===== config.mk =====
export PLATFORM = sky130hd
export DESIGN_NAME = wcmp_regs
export DESIGN_NICKNAME = d
export VERILOG_FILES = /design/src/rtl/wcmp_pkg.sv /design/src/rtl/wcmp_if.sv /design/src/rtl/wcmp_chan.sv /design/src/rtl/wcmp_regs.sv
export SDC_FILE = /design/constraint.sdc
export NUM_CORES = 1
export LEC_CHECK = 0
export ABC_CLOCK_PERIOD_IN_PS = 4000
export BUFFER_PORTS_ARGS = -buffer_cell sky130_fd_sc_hd__buf_4
export CORE_MARGIN = 2
export CORE_UTILIZATION = 55
export CTS_CLUSTER_SIZE = 25
export DETAILED_ROUTE_END_ITERATION = 10
export PLACE_DENSITY = 0.78
export REMOVE_ABC_BUFFERS = 1
export SYNTH_ARGS = -nofsm -noshare
export SYNTH_HDL_FRONTEND = slang
export SYNTH_HIERARCHICAL = 1
export SYNTH_SLANG_ARGS = --single-unit

===== constraint.sdc =====
create_clock -name CORE_CLK_IN -period 4 [get_ports CORE_CLK_IN]
set_input_delay 0.4 -clock CORE_CLK_IN [delete_from_list [all_inputs] [get_ports CORE_CLK_IN]]
set_output_delay 0.4 -clock CORE_CLK_IN [all_outputs]
set_load 0.01 [all_outputs]

===== src/rtl/wcmp_pkg.sv =====
`default_nettype none
package wcmp_pkg;
    localparam int          DATA_W          = 12;
    localparam int          HYS_W           = 6;
    localparam int          EVC_W           = 4;
    localparam int          CNT_W           = EVC_W + 1;
    localparam logic [7:0]  ADDR_FIRST_ID   = 8'h03;
    localparam logic [7:0]  ADDR_LOW_FLAGS  = 8'h0C;
    localparam logic [7:0]  ADDR_EVC        = 8'h36;
    localparam logic [7:0]  ADDR_UTH_LOW    = 8'h3C;
    localparam logic [7:0]  ADDR_UTH_TOP    = 8'h3D;
    localparam logic [7:0]  ADDR_LTH_LOW    = 8'h3E;
    localparam logic [7:0]  ADDR_LTH_TOP    = 8'h3F;
    localparam logic [7:0]  ADDR_HYS        = 8'h41;
    localparam int          EVC_LSB         = 4;
    localparam int          FIRST_ID_LSB    = 4;
    localparam logic [3:0]  ID_CHANNEL_ZERO = 4'h0;
    localparam logic [3:0]  ID_CHANNEL_ONE  = 4'h1;
    localparam logic [7:0]  RESET_BYTE      = 8'h00;
endpackage : wcmp_pkg
`default_nettype wire


===== src/rtl/wcmp_if.sv =====
`timescale 1ns/10ps
`default_nettype none
interface wcmp_if;
    import wcmp_pkg::*;
    logic                ce;
    logic                enable;
    logic                valid;
    logic [DATA_W-1:0]   data;
    logic [DATA_W-1:0]   upper;
    logic [DATA_W-1:0]   lower;
    logic [HYS_W-1:0]    hys;
    logic [CNT_W-1:0]    limit;
    logic                low_hit;
    logic                high_hit;
    modport ctl (output ce, enable, valid, data, upper, lower, hys, limit,
                 input low_hit, high_hit);
    modport cmp (input ce, enable, valid, data, upper, lower, hys, limit,
                 output low_hit, high_hit);
endinterface : wcmp_if
`default_nettype wire


===== src/rtl/wcmp_chan.sv =====
`timescale 1ns/10ps
`default_nettype none
module wcmp_chan (
    // Clock and reset.
    input  wire logic clk_in,
    input  wire logic rst_in,
    // Comparator link.
    wcmp_if.cmp       cmp
);
    import wcmp_pkg::*;

    typedef struct packed {
        logic             low_act;
        logic             high_act;
        logic [CNT_W-1:0] low_cnt;
        logic [CNT_W-1:0] high_cnt;
        logic             low_hit;
        logic             high_hit;
    } wcmp_chan_t;

    wcmp_chan_t st_r;
    wcmp_chan_t st_nxt;
    logic [DATA_W:0] low_release;
    logic [DATA_W:0] high_release;

    // Release points sit one hysteresis step inside each limit.
    assign low_release  = {1'b0, cmp.lower} + {{(DATA_W+1-HYS_W){1'b0}},
                          cmp.hys};
    assign high_release = {1'b0, cmp.upper} - {{(DATA_W+1-HYS_W){1'b0}},
                          cmp.hys};

    always_comb begin
        st_nxt = st_r;
        st_nxt.low_hit = 1'b0;
        st_nxt.high_hit = 1'b0;
        if (!cmp.enable) begin
            st_nxt = '0;
        end else if (cmp.valid) begin
            st_nxt.low_act = st_r.low_act
                ? ({1'b0, cmp.data} <= low_release)
                : (cmp.data <= cmp.lower);
            st_nxt.high_act = st_r.high_act
                ? ({1'b0, cmp.data} >= high_release)
                : (cmp.data >= cmp.upper);
            if (st_nxt.low_act) begin
                if (st_r.low_cnt != cmp.limit) begin
                    st_nxt.low_cnt = st_r.low_cnt + 1'b1;
                end
                st_nxt.low_hit = (st_r.low_cnt + 1'b1) == cmp.limit;
            end else begin
                st_nxt.low_cnt = '0;
            end
            if (st_nxt.high_act) begin
                if (st_r.high_cnt != cmp.limit) begin
                    st_nxt.high_cnt = st_r.high_cnt + 1'b1;
                end
                st_nxt.high_hit = (st_r.high_cnt + 1'b1) == cmp.limit;
            end else begin
                st_nxt.high_cnt = '0;
            end
        end
    end

    always_ff @(posedge clk_in or posedge rst_in) begin
        if (rst_in) begin
            st_r <= '0;
        end else if (cmp.ce) begin
            st_r <= st_nxt;
        end
    end

    assign cmp.low_hit  = st_r.low_hit;
    assign cmp.high_hit = st_r.high_hit;
endmodule : wcmp_chan
`default_nettype wire


===== src/rtl/wcmp_regs.sv =====
`timescale 1ns/10ps
`default_nettype none
module wcmp_regs (
    // Clock, reset and clock enable.
    input  wire logic                          CORE_CLK_IN,
    input  wire logic                          RST_IN,
    input  wire logic                          CE_IN,
    // Register port.
    input  wire logic                          REG_WR_IN,
    input  wire logic                          REG_RD_IN,
    input  wire logic [7:0]                    REG_ADDR_IN,
    input  wire logic [7:0]                    REG_WDATA_IN,
    output logic      [7:0]                    REG_RDATA_OUT,
    // Control bits held elsewhere in the device.
    input  wire logic                          GCALL_RST_IN,
    input  wire logic                          SEQUENCE_GO_BIT_IN,
    input  wire logic                          COMPARATOR_BLOCK_ON_IN,
    input  wire logic                          ALERT_ALLOW_FIRST_CHANNEL_IN,
    input  wire logic                          ALERT_ALLOW_SECOND_CHANNEL_IN,
    // Channel zero limits held elsewhere in the device.
    input  wire logic [wcmp_pkg::DATA_W-1:0]   CH0_UPPER_IN,
    input  wire logic [wcmp_pkg::DATA_W-1:0]   CH0_LOWER_IN,
    input  wire logic [wcmp_pkg::HYS_W-1:0]    CH0_HYS_IN,
    // Conversion results.
    input  wire logic                          CONV_VALID_IN,
    input  wire logic                          CONV_CHANNEL_IN,
    input  wire logic [wcmp_pkg::DATA_W-1:0]   CONV_DATA_IN,
    // Alert state.
    output logic      [1:0]                    LOW_FLAGS_OUT,
    output logic      [3:0]                    FIRST_ALERT_CHANNEL_ID_OUT,
    output logic                               ALERT_OUT
);
    import wcmp_pkg::*;

    typedef struct packed {
        logic [3:0]       uth_top;
        logic [7:0]       uth_low;
        logic [3:0]       lth_top;
        logic [7:0]       lth_low;
        logic [HYS_W-1:0] hys;
        logic [EVC_W-1:0] evc;
        logic [3:0]       first_id;
        logic             first_vld;
        logic [1:0]       low_flags;
        logic [7:0]       rdata;
    } wcmp_state_t;

    wcmp_state_t st_r;
    wcmp_state_t st_nxt;
    wcmp_if      if0 ();
    wcmp_if      if1 ();
    logic [1:0]  allow;
    logic [1:0]  low_evt;
    logic [1:0]  any_evt;

    function automatic logic [DATA_W-1:0] join_limit(input logic [3:0] top,
                                                     input logic [7:0] low);
        join_limit = {top, low};
    endfunction

    function automatic logic [7:0] read_mux(input wcmp_state_t s,
                                            input logic [7:0] a);
        case (a)
            ADDR_FIRST_ID:  read_mux = {s.first_id, 4'h0};
            ADDR_LOW_FLAGS: read_mux = {6'h00, s.low_flags};
            ADDR_EVC:       read_mux = {s.evc, 4'h0};
            ADDR_UTH_LOW:   read_mux = s.uth_low;
            ADDR_UTH_TOP:   read_mux = {4'h0, s.uth_top};
            ADDR_LTH_LOW:   read_mux = s.lth_low;
            ADDR_LTH_TOP:   read_mux = {4'h0, s.lth_top};
            ADDR_HYS:       read_mux = {2'h0, s.hys};
            default:        read_mux = RESET_BYTE;
        endcase
    endfunction

    // Channel zero comparator.
    assign if0.ce     = CE_IN;
    assign if0.enable = COMPARATOR_BLOCK_ON_IN;
    assign if0.valid  = CONV_VALID_IN && !CONV_CHANNEL_IN;
    assign if0.data   = CONV_DATA_IN;
    assign if0.upper  = CH0_UPPER_IN;
    assign if0.lower  = CH0_LOWER_IN;
    assign if0.hys    = CH0_HYS_IN;
    assign if0.limit  = {1'b0, st_r.evc} + 1'b1;

    // Channel one comparator.
    assign if1.ce     = CE_IN;
    assign if1.enable = COMPARATOR_BLOCK_ON_IN;
    assign if1.valid  = CONV_VALID_IN && CONV_CHANNEL_IN;
    assign if1.data   = CONV_DATA_IN;
    assign if1.upper  = join_limit(st_r.uth_top, st_r.uth_low);
    assign if1.lower  = join_limit(st_r.lth_top, st_r.lth_low);
    assign if1.hys    = st_r.hys;
    assign if1.limit  = {1'b0, st_r.evc} + 1'b1;

    wcmp_chan u_chan0 (
        .clk_in (CORE_CLK_IN),
        .rst_in (RST_IN),
        .cmp    (if0)
    );

    wcmp_chan u_chan1 (
        .clk_in (CORE_CLK_IN),
        .rst_in (RST_IN),
        .cmp    (if1)
    );

    assign allow   = {ALERT_ALLOW_SECOND_CHANNEL_IN,
                      ALERT_ALLOW_FIRST_CHANNEL_IN};
    assign low_evt = {if1.low_hit, if0.low_hit} & allow;
    assign any_evt = low_evt | ({if1.high_hit, if0.high_hit} & allow);

    always_comb begin
        st_nxt = st_r;
        if (REG_RD_IN) begin
            st_nxt.rdata = read_mux(st_r, REG_ADDR_IN);
        end
        if (REG_WR_IN) begin
            case (REG_ADDR_IN)
                ADDR_UTH_LOW: st_nxt.uth_low = REG_WDATA_IN;
                ADDR_UTH_TOP: st_nxt.uth_top = REG_WDATA_IN[3:0];
                ADDR_LTH_LOW: st_nxt.lth_low = REG_WDATA_IN;
                ADDR_LTH_TOP: st_nxt.lth_top = REG_WDATA_IN[3:0];
                ADDR_HYS:     st_nxt.hys = REG_WDATA_IN[HYS_W-1:0];
                ADDR_EVC:     st_nxt.evc =
                                  REG_WDATA_IN[EVC_LSB+:EVC_W];
                ADDR_LOW_FLAGS: st_nxt.low_flags =
                                  st_r.low_flags & ~REG_WDATA_IN[1:0];
                default: st_nxt.low_flags = st_nxt.low_flags;
            endcase
        end
        // A flag event in the cycle of a flag clearing write still lands.
        st_nxt.low_flags = st_nxt.low_flags | low_evt;
        if (SEQUENCE_GO_BIT_IN) begin
            st_nxt.first_vld = 1'b0;
            st_nxt.first_id  = ID_CHANNEL_ZERO;
        end else if (!st_r.first_vld && any_evt != 2'b00) begin
            st_nxt.first_vld = 1'b1;
            st_nxt.first_id  = any_evt[0] ? ID_CHANNEL_ZERO
                                          : ID_CHANNEL_ONE;
        end
        if (GCALL_RST_IN) begin
            st_nxt.first_vld = 1'b0;
            st_nxt.first_id  = ID_CHANNEL_ZERO;
            st_nxt.low_flags = 2'b00;
        end
    end

    always_ff @(posedge CORE_CLK_IN or posedge RST_IN) begin
        if (RST_IN) begin
            st_r <= '0;
        end else if (CE_IN) begin
            st_r <= st_nxt;
        end
    end

    assign REG_RDATA_OUT              = st_r.rdata;
    assign LOW_FLAGS_OUT              = st_r.low_flags;
    assign FIRST_ALERT_CHANNEL_ID_OUT = st_r.first_id;
    assign ALERT_OUT                  = st_r.first_vld;
endmodule : wcmp_regs
`default_nettype wire


==> results of run 1 <==
[layout by cell type (no fill, tap or decap), types with 6 or more instances in the layout]
master       n
o21ai_0     31
nor2b_1     15
inv_1       95
o211ai_1    12
nand2b_1    13
xor2_1      27
a31oi_1      7
nor2_1      43
o2bb2ai_1    6
nand3_1     29
mux2_2      39
o21a_1      10
o22ai_1      6
nor4_1       6
ha_1       125
a211oi_1     8
a21o_1       7
a21oi_1     33
and2_1       6
dfrtp_1     73
nor3_1      19
nand2_1     27
clkbuf_16    9
nand4_1     26
a211o_1      6
buf_4       93
xnor2_1     50
[final timing paths]
kind	endpoint	cells past startpoint
hold / removal	u_chan0/st_r[10]	2
max in group asynchronous	if1.hys[1]	2
setup / recovery	u_chan1/st_r[4]	16
setup reg to reg	u_chan1/st_r[4]	16
min in group CORE_CLK_IN	LOW_FLAGS_OUT[0]	2
hold reg to reg	u_chan0/st_r[12]	1
[layer usage]
| layer | vias up | wire [µm] | GRT usage (%) |
|---|---|---|---|
| met2 | 208 | 9150 | 43.2 |
| met4 | 0 | 414 | 7.10 |
| met5 | - | 0 | 0 |
| met1 | 3214 | 9140 | 36.2 |
| li1 | 3275 | - | - |
| met3 | 34 | 1160 | 5.17 |
[timing repair]
item / in CTS / in global routing
resized for setup: 0 / 13
hold endpoints to repair: 0 / 0
endpoints found under the setup margin: 0 / 14
setup buffers: 0 / 1
[metrics by stage]
stage,utilization (%),setup slack (ns),power [µW]
floorplan,-,0.297,1310
global placement,62.1,0.0259,1550
detailed placement,62.1,-0.0767,1570
CTS,64.5,0.0148,2480
global route,64.9,-0.0233,2620
finish,64.9,0.148,2480
[cell type report]
cell class	count	area share [%]
Inverter	96	3.98
Tap cell	180	2.49
Sequential cell	74	20.5
Timing Repair Buffer	93	7.72
Multi-Input combinational cell	662	61.6
Clock inverter	6	1.05
Clock buffer	10	2.64
[power breakdown]
part	switching [µW]	total (µW)	internal [µW]
combinational	417	769	351
sequential	35.5	815	779
clock	331	900	569
total	784	2480	1700
[critical path: cells and delay by family, from the launching register on]
family / cells / cell delay [ns]
flops: 1 / 0.35
buf+inv: 1 / 0.05
compound gates: 10 / 2.03
simple gates: 2 / 0.33
fa+ha+maj: 3 / 0.96
[cell families after synthesis]
group,synth area share (%)
adders and majority gates,20.9
DFF,23.5
other,0.0476
buffers and inverters,6.42
muxes,7.10
and+or+nand+nor,16.3
AOI/OAI and AO/OA,17.2
xor gates and xnor gates,8.56
[registers in the layout, summed over array words and instances (netlist names), 2 cells and up]
register,flops
st_r,4
u_chan1/st_r,12
REG_RDATA_OUT,8
if1.hys,6
if1.upper,12
LOW_FLAGS_OUT,2
u_chan0/st_r,12
if1.lower,12
==> impl_metrics.json, run 1 <==
{
  "synthTopCellsByArea": "dfrtp_1 24%, ha_1 20%, mux2_2 5.6%",
  "grt_pass1_vias": 6419,
  "htreeDepth": 3,
  "reg2reg_slack_ns": 0.15,
  "synth.distinct_cells": 80,
  "cts.sinks": 74,
  "yosysSeqAreaShare_pct": 23.5,
  "synth_edf_count": 0,
  "dieArea_um2": 15300,
  "cts_root_buf": "clkbuf_16",
  "p_leak_uw": 0.00427,
  "final_antenna_net_count": 0,
  "worstPathCellList": "inv_1 -> ha_1 -> fa_1 -> nor2b_4 -> o21ai_2 -> a21oi_1 -> o21ai_0 -> and2_2 -> ha_1 -> a211o_1 -> o221a_1 -> o31ai_2 -> a21oi_2 -> a2111oi_4 -> o31ai_2 -> a221o_1",
  "crit_fanout": 5,
  "die_h_um": 124,
  "insertion_delay_ns": 0.35,
  "grt_pass1_wl_mm": 31.7,
  "yosysMostFrequentCell": "ha_1",
  "tns_ns": 0,
  "final_max_slew_viol_count": 0,
  "synth_largest_area_cell": "dfrtp_1",
  "rr_startpoint": "if1.upper[0]",
  "die_w_um": 124,
  "portBuffers": 81,
  "drt_iter0_drc": 413,
  "antenna_found_initial": 0,
  "avgSynthCellArea_um2": 9.24,
  "period_share_pct": 96.3,
  "cts_hold_buf": 0,
  "num_rows": 43,
  "num_io_pins": 85,
  "ys.flop_type": "dfrtp_1",
  "max_freq_ghz": 0.260,
  "drc": 0,
  "min_path_type": "in2async",
  "drive_above_1_share_pct": 20.7,
  "cp-start-kind": "register",
  "whs_ns": 0.130,
  "cts.clk_slew.worst_paths_ns": 0.06,
  "routed_wl_mm": 19.9,
  "cts_buffers": 9,
  "clockBufferDepth": 2,
  "outcome": "complete, no violations",
  "drv_cap": 0,
  "syn_inst": 852,
  "synthArstFlopShare_pct": 100,
  "design_area_um2": 9040,
  "synth_commonest_cells": "125 x ha_1, 96 x inv_1, 74 x dfrtp_1, 50 x xnor2_1, 43 x nor2_1",
  "syn_to_final_growth_pct": 14.8,
  "vias": 6731,
  "arrival_ns": 4.08,
  "p_per_area_nw_per_um2": 275,
  "instances_no_fill": 1121,
  "diodes": 0,
  "finalCriticalPeriod_ns": 3.85,
  "fp.coreArea_um2": 13900,
  "slowest_stage": "fa_1",
  "multiInputGateArea_um2": 5570,
  "place_hpwl_mm": 15.8,
  "num-fill-cells": 1133,
  "fin_worst_skew_ns": 0.00903,
  "ys_warn_count": 6,
  "grt_max_degree": 47,
  "rsz0062_at_grt": "yes",
  "seq_area_um2": 1850,
  "viasPerCell": 6.00,
  "finalHoldViolCount": 0,
  "path_class": "reg2reg",
  "start_util_pct": 56.5,
  "endpoint_kind": "register",
  "place_area_um2": 8650,
  "yosysTopAreaCellShare_pct": 23.5,
  "ir_worst_vdd_v": 0.000395,
  "required_ns": 4.22,
  "finalNetCount": 1135,
  "gr-usage-all-layers_pct": 26.6,
  "globalplace.congestion": 0.920,
  "setup_viol": 0,
  "ys_seq_elements": 74,
  "slew_headroom_pct": 36.2,
  "grt_overflow": 0,
  "cp-startpoint": "if1.upper[0]",
  "cts_tree": "built",
  "critPathMaxStageDelay_ns": 0.44,
  "wl_per_cell_um": 17.7,
  "syn_area_um2": 7880,
  "worst_pin_slew_ns": 0.956,
  "placed_cells_incl_taps": 1104,
  "first_pass_iters": 5
}
Power figures use the tool's default switching activity.
==> run 2, diff against run 1 <==
Settings changed: CAP_MARGIN from default to 20, MAX_ROUTING_LAYER from default to met4, SLEW_MARGIN from default to 20.
==> run 2 against run 1 <==
Clock-buffer cell count unchanged. Clock skew hardly changed. Register-to-register slack better by 0.02 ns. Sequential power is essentially flat. Global-route usage rose by 0.77 points.
==> impl_metrics.json, run 2 (synthesis gave the netlist of run 1 again) <==
{
  "portBuffers": 81,
  "num_io_pins": 85,
  "grtUsageMet2_pct": 43.2,
  "htreeDepth": 3,
  "wl_per_cell_um": 17.7,
  "period_share_pct": 95.7,
  "dieArea_um2": 15300,
  "instances_no_fill": 1121,
  "min_path_type": "in2async",
  "syn_to_final_growth_pct": 14.8,
  "path_class": "reg2reg",
  "num-fill-cells": 1133,
  "grt_pass1_vias": 6410,
  "required_ns": 4.22,
  "cp-start-kind": "register",
  "fin_worst_skew_ns": 0.00924,
  "num_rows": 43,
  "dpl_worst_slack_ns": -0.0767,
  "cts_buffers": 9,
  "grt_pass1_wl_mm": 31.7,
  "drc": 0,
  "layout_commonest_cell": "ha_1",
  "antenna_found_initial": 0,
  "grt-busiest-layer": "met2",
  "ir_worst_vdd_v": 0.000396,
  "setup_viol": 0,
  "use_met3_pct": 5.17,
  "vias": 6709,
  "arrival_ns": 4.05,
  "insertion_delay_ns": 0.35,
  "grt_overflow": 0,
  "diodes": 0,
  "final_antenna_net_count": 0,
  "crit_fanout": 5,
  "met1_usage_pct": 36.2,
  "place_hpwl_mm": 15.8,
  "design_area_um2": 9040,
  "drv_cap": 0,
  "final_max_slew_viol_count": 0,
  "gr-usage-all-layers_pct": 27.3,
  "die_h_um": 124,
  "utilization_pct": 64.9,
  "globalplace.congestion": 0.936,
  "die_w_um": 124,
  "cts.sinks": 74,
  "p_leak_uw": 0.00427,
  "p_per_area_nw_per_um2": 275,
  "drive_above_1_share_pct": 20.7,
  "first_pass_iters": 5,
  "cts_tree": "built",
  "grt_max_degree": 47,
  "drt_iter0_drc": 477,
  "clockBufferDepth": 2,
  "layout_common_cells": "125 x ha_1, 95 x inv_1, 93 x buf_4",
  "place_area_um2": 8650,
  "cts_root_buf": "clkbuf_16",
  "worst_pin_slew_ns": 0.951,
  "slew_headroom_pct": 36.5,
  "endpoint_kind": "register",
  "rsz0062_at_grt": "yes",
  "finalNetCount": 1135,
  "setup_slack_ns": 0.172,
  "fp.coreArea_um2": 13900,
  "finalHoldViolCount": 0,
  "outcome": "complete, no violations",
  "routed_wl_mm": 19.8,
  "start_util_pct": 56.5,
  "cts.clk_slew.worst_paths_ns": 0.07,
  "max_freq_ghz": 0.261,
  "finalCriticalPeriod_ns": 3.83,
  "viasPerCell": 5.98,
  "placed_cells_incl_taps": 1104,
  "cts_hold_buf": 0,
  "tns_ns": 0
}
==> run 2: where the power goes <==
part | switching, µW | internal, µW
logic | 418 | 352
registers | 35.4 | 779
clock network | 331 | 570
==> run 2: worst paths after layout <==
kind	startpoint	to	slack, ns	cells past startpoint
hold reg to reg	u_chan0/st_r[12]	u_chan0/st_r[12]	0.51	1
hold / removal	RST_IN	u_chan0/st_r[10]	0.13	2
max in group asynchronous	RST_IN	if1.hys[1]	3.05	2
setup / recovery	if1.upper[0]	u_chan1/st_r[4]	0.17	16
min in group CORE_CLK_IN	GCALL_RST_IN	LOW_FLAGS_OUT[0]	0.26	2
setup reg to reg	if1.upper[0]	u_chan1/st_r[4]	0.17	16
==> run 2: critical path, stage by stage (launching register included) <==
cell	delay, ns
dfrtp_1	0.38
inv_1	0.06
ha_1	0.18
fa_1	0.26
nor2b_4	0.05
o21ai_2	0.14
a21oi_1	0.10
or3_4	0.36
and2_2	0.18
ha_1	0.31
a211o_1	0.33
o221a_1	0.25
o31ai_2	0.09
a21oi_2	0.13
a2111oi_4	0.31
o31ai_2	0.19
a221o_1	0.39
==> run 2: final cells by class <==
cell class	count	area [µm²]	area share, %
Clock buffer	10	239	2.64
Clock inverter	6	95.1	1.05
Inverter	96	360	3.98
Multi-Input combinational cell	662	5570	61.6
Sequential cell	74	1850	20.5
Tap cell	180	225	2.49
Timing Repair Buffer	93	698	7.72
==> run 2: layer usage <==
metal | routed length [µm] | vias to the layer above
met5 | 0 | -
met4 | 348 | 0
met3 | 1100 | 24
met2 | 9180 | 184
met1 | 9200 | 3231
li1 | - | 3270
==> run 2: metrics by stage <==
stage	hold slack [ns]	total power, µW
detailed placement	0.498	1570
CTS	0.145	2480
global route	0.176	2620
finish	0.132	2480
floorplan	0.289	1310
global placement	0.496	1550
==> run 2: repair_timing <==
| action | CTS | global route |
|---|---|---|
| gates resized for setup | 0 | 13 |
| buffers inserted | 0 | 1 |
| endpoints found under the setup margin | 0 | 14 |
==> run 3, diff against run 2 <==
Settings changed: ABC_CLOCK_PERIOD_IN_PS 4000 to 4650, CTS_BUF_LIST from default to sky130_fd_sc_hd__clkbuf_8 sky130_fd_sc_hd__clkbuf_16.
Clock period 4 ns to 4.65 ns, I/O delays scaled along.
==> run 3 against run 2 <==
Utilization down 1.1 points. Wire length down 0.97%. Critical path type unchanged. Highest routed layer unchanged. Clock skew up 0.0013 ns. Design area down 1.7%. Final cell count down 0.98%. Fmax down 5.5%. Critical endpoint unchanged.
==> impl_metrics.json, run 3 (synthesis gave the netlist of run 1 again) <==
{
  "grt_pass1_vias": 6304,
  "required_ns": 4.89,
  "whs_ns": 0.173,
  "outcome": "complete, no violations",
  "clockBufferDepth": 2,
  "vias": 6667,
  "gr-usage-all-layers_pct": 27.3,
  "cts.clk_slew.worst_paths_ns": 0.07,
  "path_class": "reg2reg",
  "min_path_type": "in2async",
  "place_hpwl_mm": 15.7,
  "grt_overflow": 0,
  "diodes": 0,
  "num-fill-cells": 1180,
  "cts.sinks": 74,
  "final_antenna_net_count": 0,
  "drc": 0,
  "portBuffers": 81,
  "viasPerCell": 6.01,
  "num_rows": 43,
  "cts_setup_buffers": 0,
  "endpoint_kind": "register",
  "cts_tree": "built",
  "max_freq_ghz": 0.247,
  "finalHoldViolCount": 0,
  "cp-start-kind": "register",
  "drive_above_1_share_pct": 18.8,
  "finalCriticalPeriod_ns": 4.05,
  "worstPathCellList": "inv_1 -> ha_1 -> fa_1 -> nor2b_4 -> o21ai_2 -> a21oi_1 -> o21ai_0 -> and2_2 -> ha_1 -> a211o_1 -> o221a_1 -> o31ai_1 -> a21oi_1 -> a2111oi_4 -> o31ai_2 -> a221o_1",
  "ir_worst_vdd_v": 0.000259,
  "fin_worst_skew_ns": 0.0105,
  "drt_iter0_drc": 403,
  "drv_cap": 0,
  "grt_max_degree": 47,
  "layout_common_cells": "125 x ha_1, 95 x inv_1, 82 x buf_4",
  "insertion_delay_ns": 0.35,
  "finalNetCount": 1124,
  "fp.coreArea_um2": 13900,
  "slowest_stage": "a2111oi_4",
  "num_io_pins": 85,
  "dieArea_um2": 15300,
  "cts_buffers": 9,
  "die_w_um": 124,
  "cts_root_buf": "clkbuf_16",
  "cts_resized": 0,
  "htreeDepth": 3,
  "seq_area_um2": 1850,
  "critPathMaxStageDelay_ns": 0.51,
  "wl_per_cell_um": 17.7,
  "layout_commonest_cell": "ha_1",
  "routed_wl_mm": 19.6,
  "final_max_slew_viol_count": 0,
  "die_h_um": 124,
  "setup_viol": 0,
  "slew_headroom_pct": 36.7,
  "rsz0062_at_grt": "no",
  "syn_to_final_growth_pct": 12.8,
  "p_leak_uw": 0.00419,
  "tns_ns": 0,
  "arrival_ns": 4.29,
  "antenna_found_initial": 0,
  "cts_hold_buf": 0,
  "p_per_area_nw_per_um2": 234,
  "first_pass_iters": 5,
  "multiInputGateArea_um2": 5530,
  "crit_fanout": 6,
  "grt_pass1_wl_mm": 31.4,
  "worst_pin_slew_ns": 0.949,
  "period_share_pct": 87.1,
  "start_util_pct": 56.5,
  "globalplace.congestion": 0.913
}
==> run 3: cell types whose count changed in the layout (fill, tap and decap cells not counted), moves of 2 or more <==
| cell | previous run | this run |
|---|---|---|
| buf_4 | 93 | 82 |
| nor3_1 | 19 | 21 |
| nor3_2 | 3 | 1 |
| clkinv_4 | 2 | 0 |
| o21ai_0 | 31 | 33 |
| o21ai_1 | 2 | 0 |
| clkinvlp_4 | 0 | 2 |
==> run 3: final cells by class <==
cell class	count	share of cell area [%]
Clock buffer	9	2.53
Clock inverter	7	0.929
Inverter	96	4.05
Multi-Input combinational cell	662	62.2
Sequential cell	74	20.8
Tap cell	180	2.53
Timing Repair Buffer	82	6.93
==> run 3: worst max-delay path: cells and delay by family (launching register included) <==
| family | cells | cell delay, ns |
|---|---|---|
| buffers and inverters | 1 | 0.06 |
| and+or+nand+nor | 2 | 0.34 |
| adders and majority gates | 3 | 0.97 |
| DFF | 1 | 0.39 |
| AOI/OAI and AO/OA | 10 | 2.19 |
==> run 3: power by group <==
| group | leakage (µW) | switching [µW] | internal [µW] |
|---|---|---|---|
| sequential | 0.00101 | 33.3 | 670 |
| clock | 0.000145 | 311 | 425 |
| combinational | 0.00303 | 347 | 294 |
==> run 3: through the flow <==
stage	instance area, µm²	total power [µW]	util (%)	instances	worst slack [ns]
4_1_cts	8890	2080	63.8	1110	0.607
6_report	8890	2080	63.8	1110	0.599
3_3_place_gp	8580	1330	61.6	1094	0.580
5_1_grt	8890	2190	63.8	1110	0.363
2_1_floorplan	7740	1130	-	832	0.882
3_5_place_dp	8580	1350	61.6	1094	0.519
==> run 3: worst paths after layout <==
path                       cells after the start               end  slack [ns]             start
setup / recovery                              16   u_chan1/st_r[4]        0.60      if1.upper[0]
max in group asynchronous                      2      if1.lower[3]        3.71            RST_IN
hold reg to reg                                1  u_chan0/st_r[12]        0.51  u_chan0/st_r[12]
setup reg to reg                              16   u_chan1/st_r[4]        0.60      if1.upper[0]
hold / removal                                 2   u_chan1/st_r[9]        0.17            RST_IN
min in group CORE_CLK_IN                       2  LOW_FLAGS_OUT[0]        0.31      GCALL_RST_IN
==> run 3: per-layer routing <==
metal | vias to the layer above | part of all wire, % | track usage (%) | wire length [µm]
met3 | 23 | 6.9 | 5.27 | 1360
met5 | - | 0 | - | 0
li1 | 3261 | - | - | -
met1 | 3201 | 45 | 36.2 | 8900
met4 | 0 | 1.6 | 7.60 | 311
met2 | 182 | 46 | 42.8 | 9070
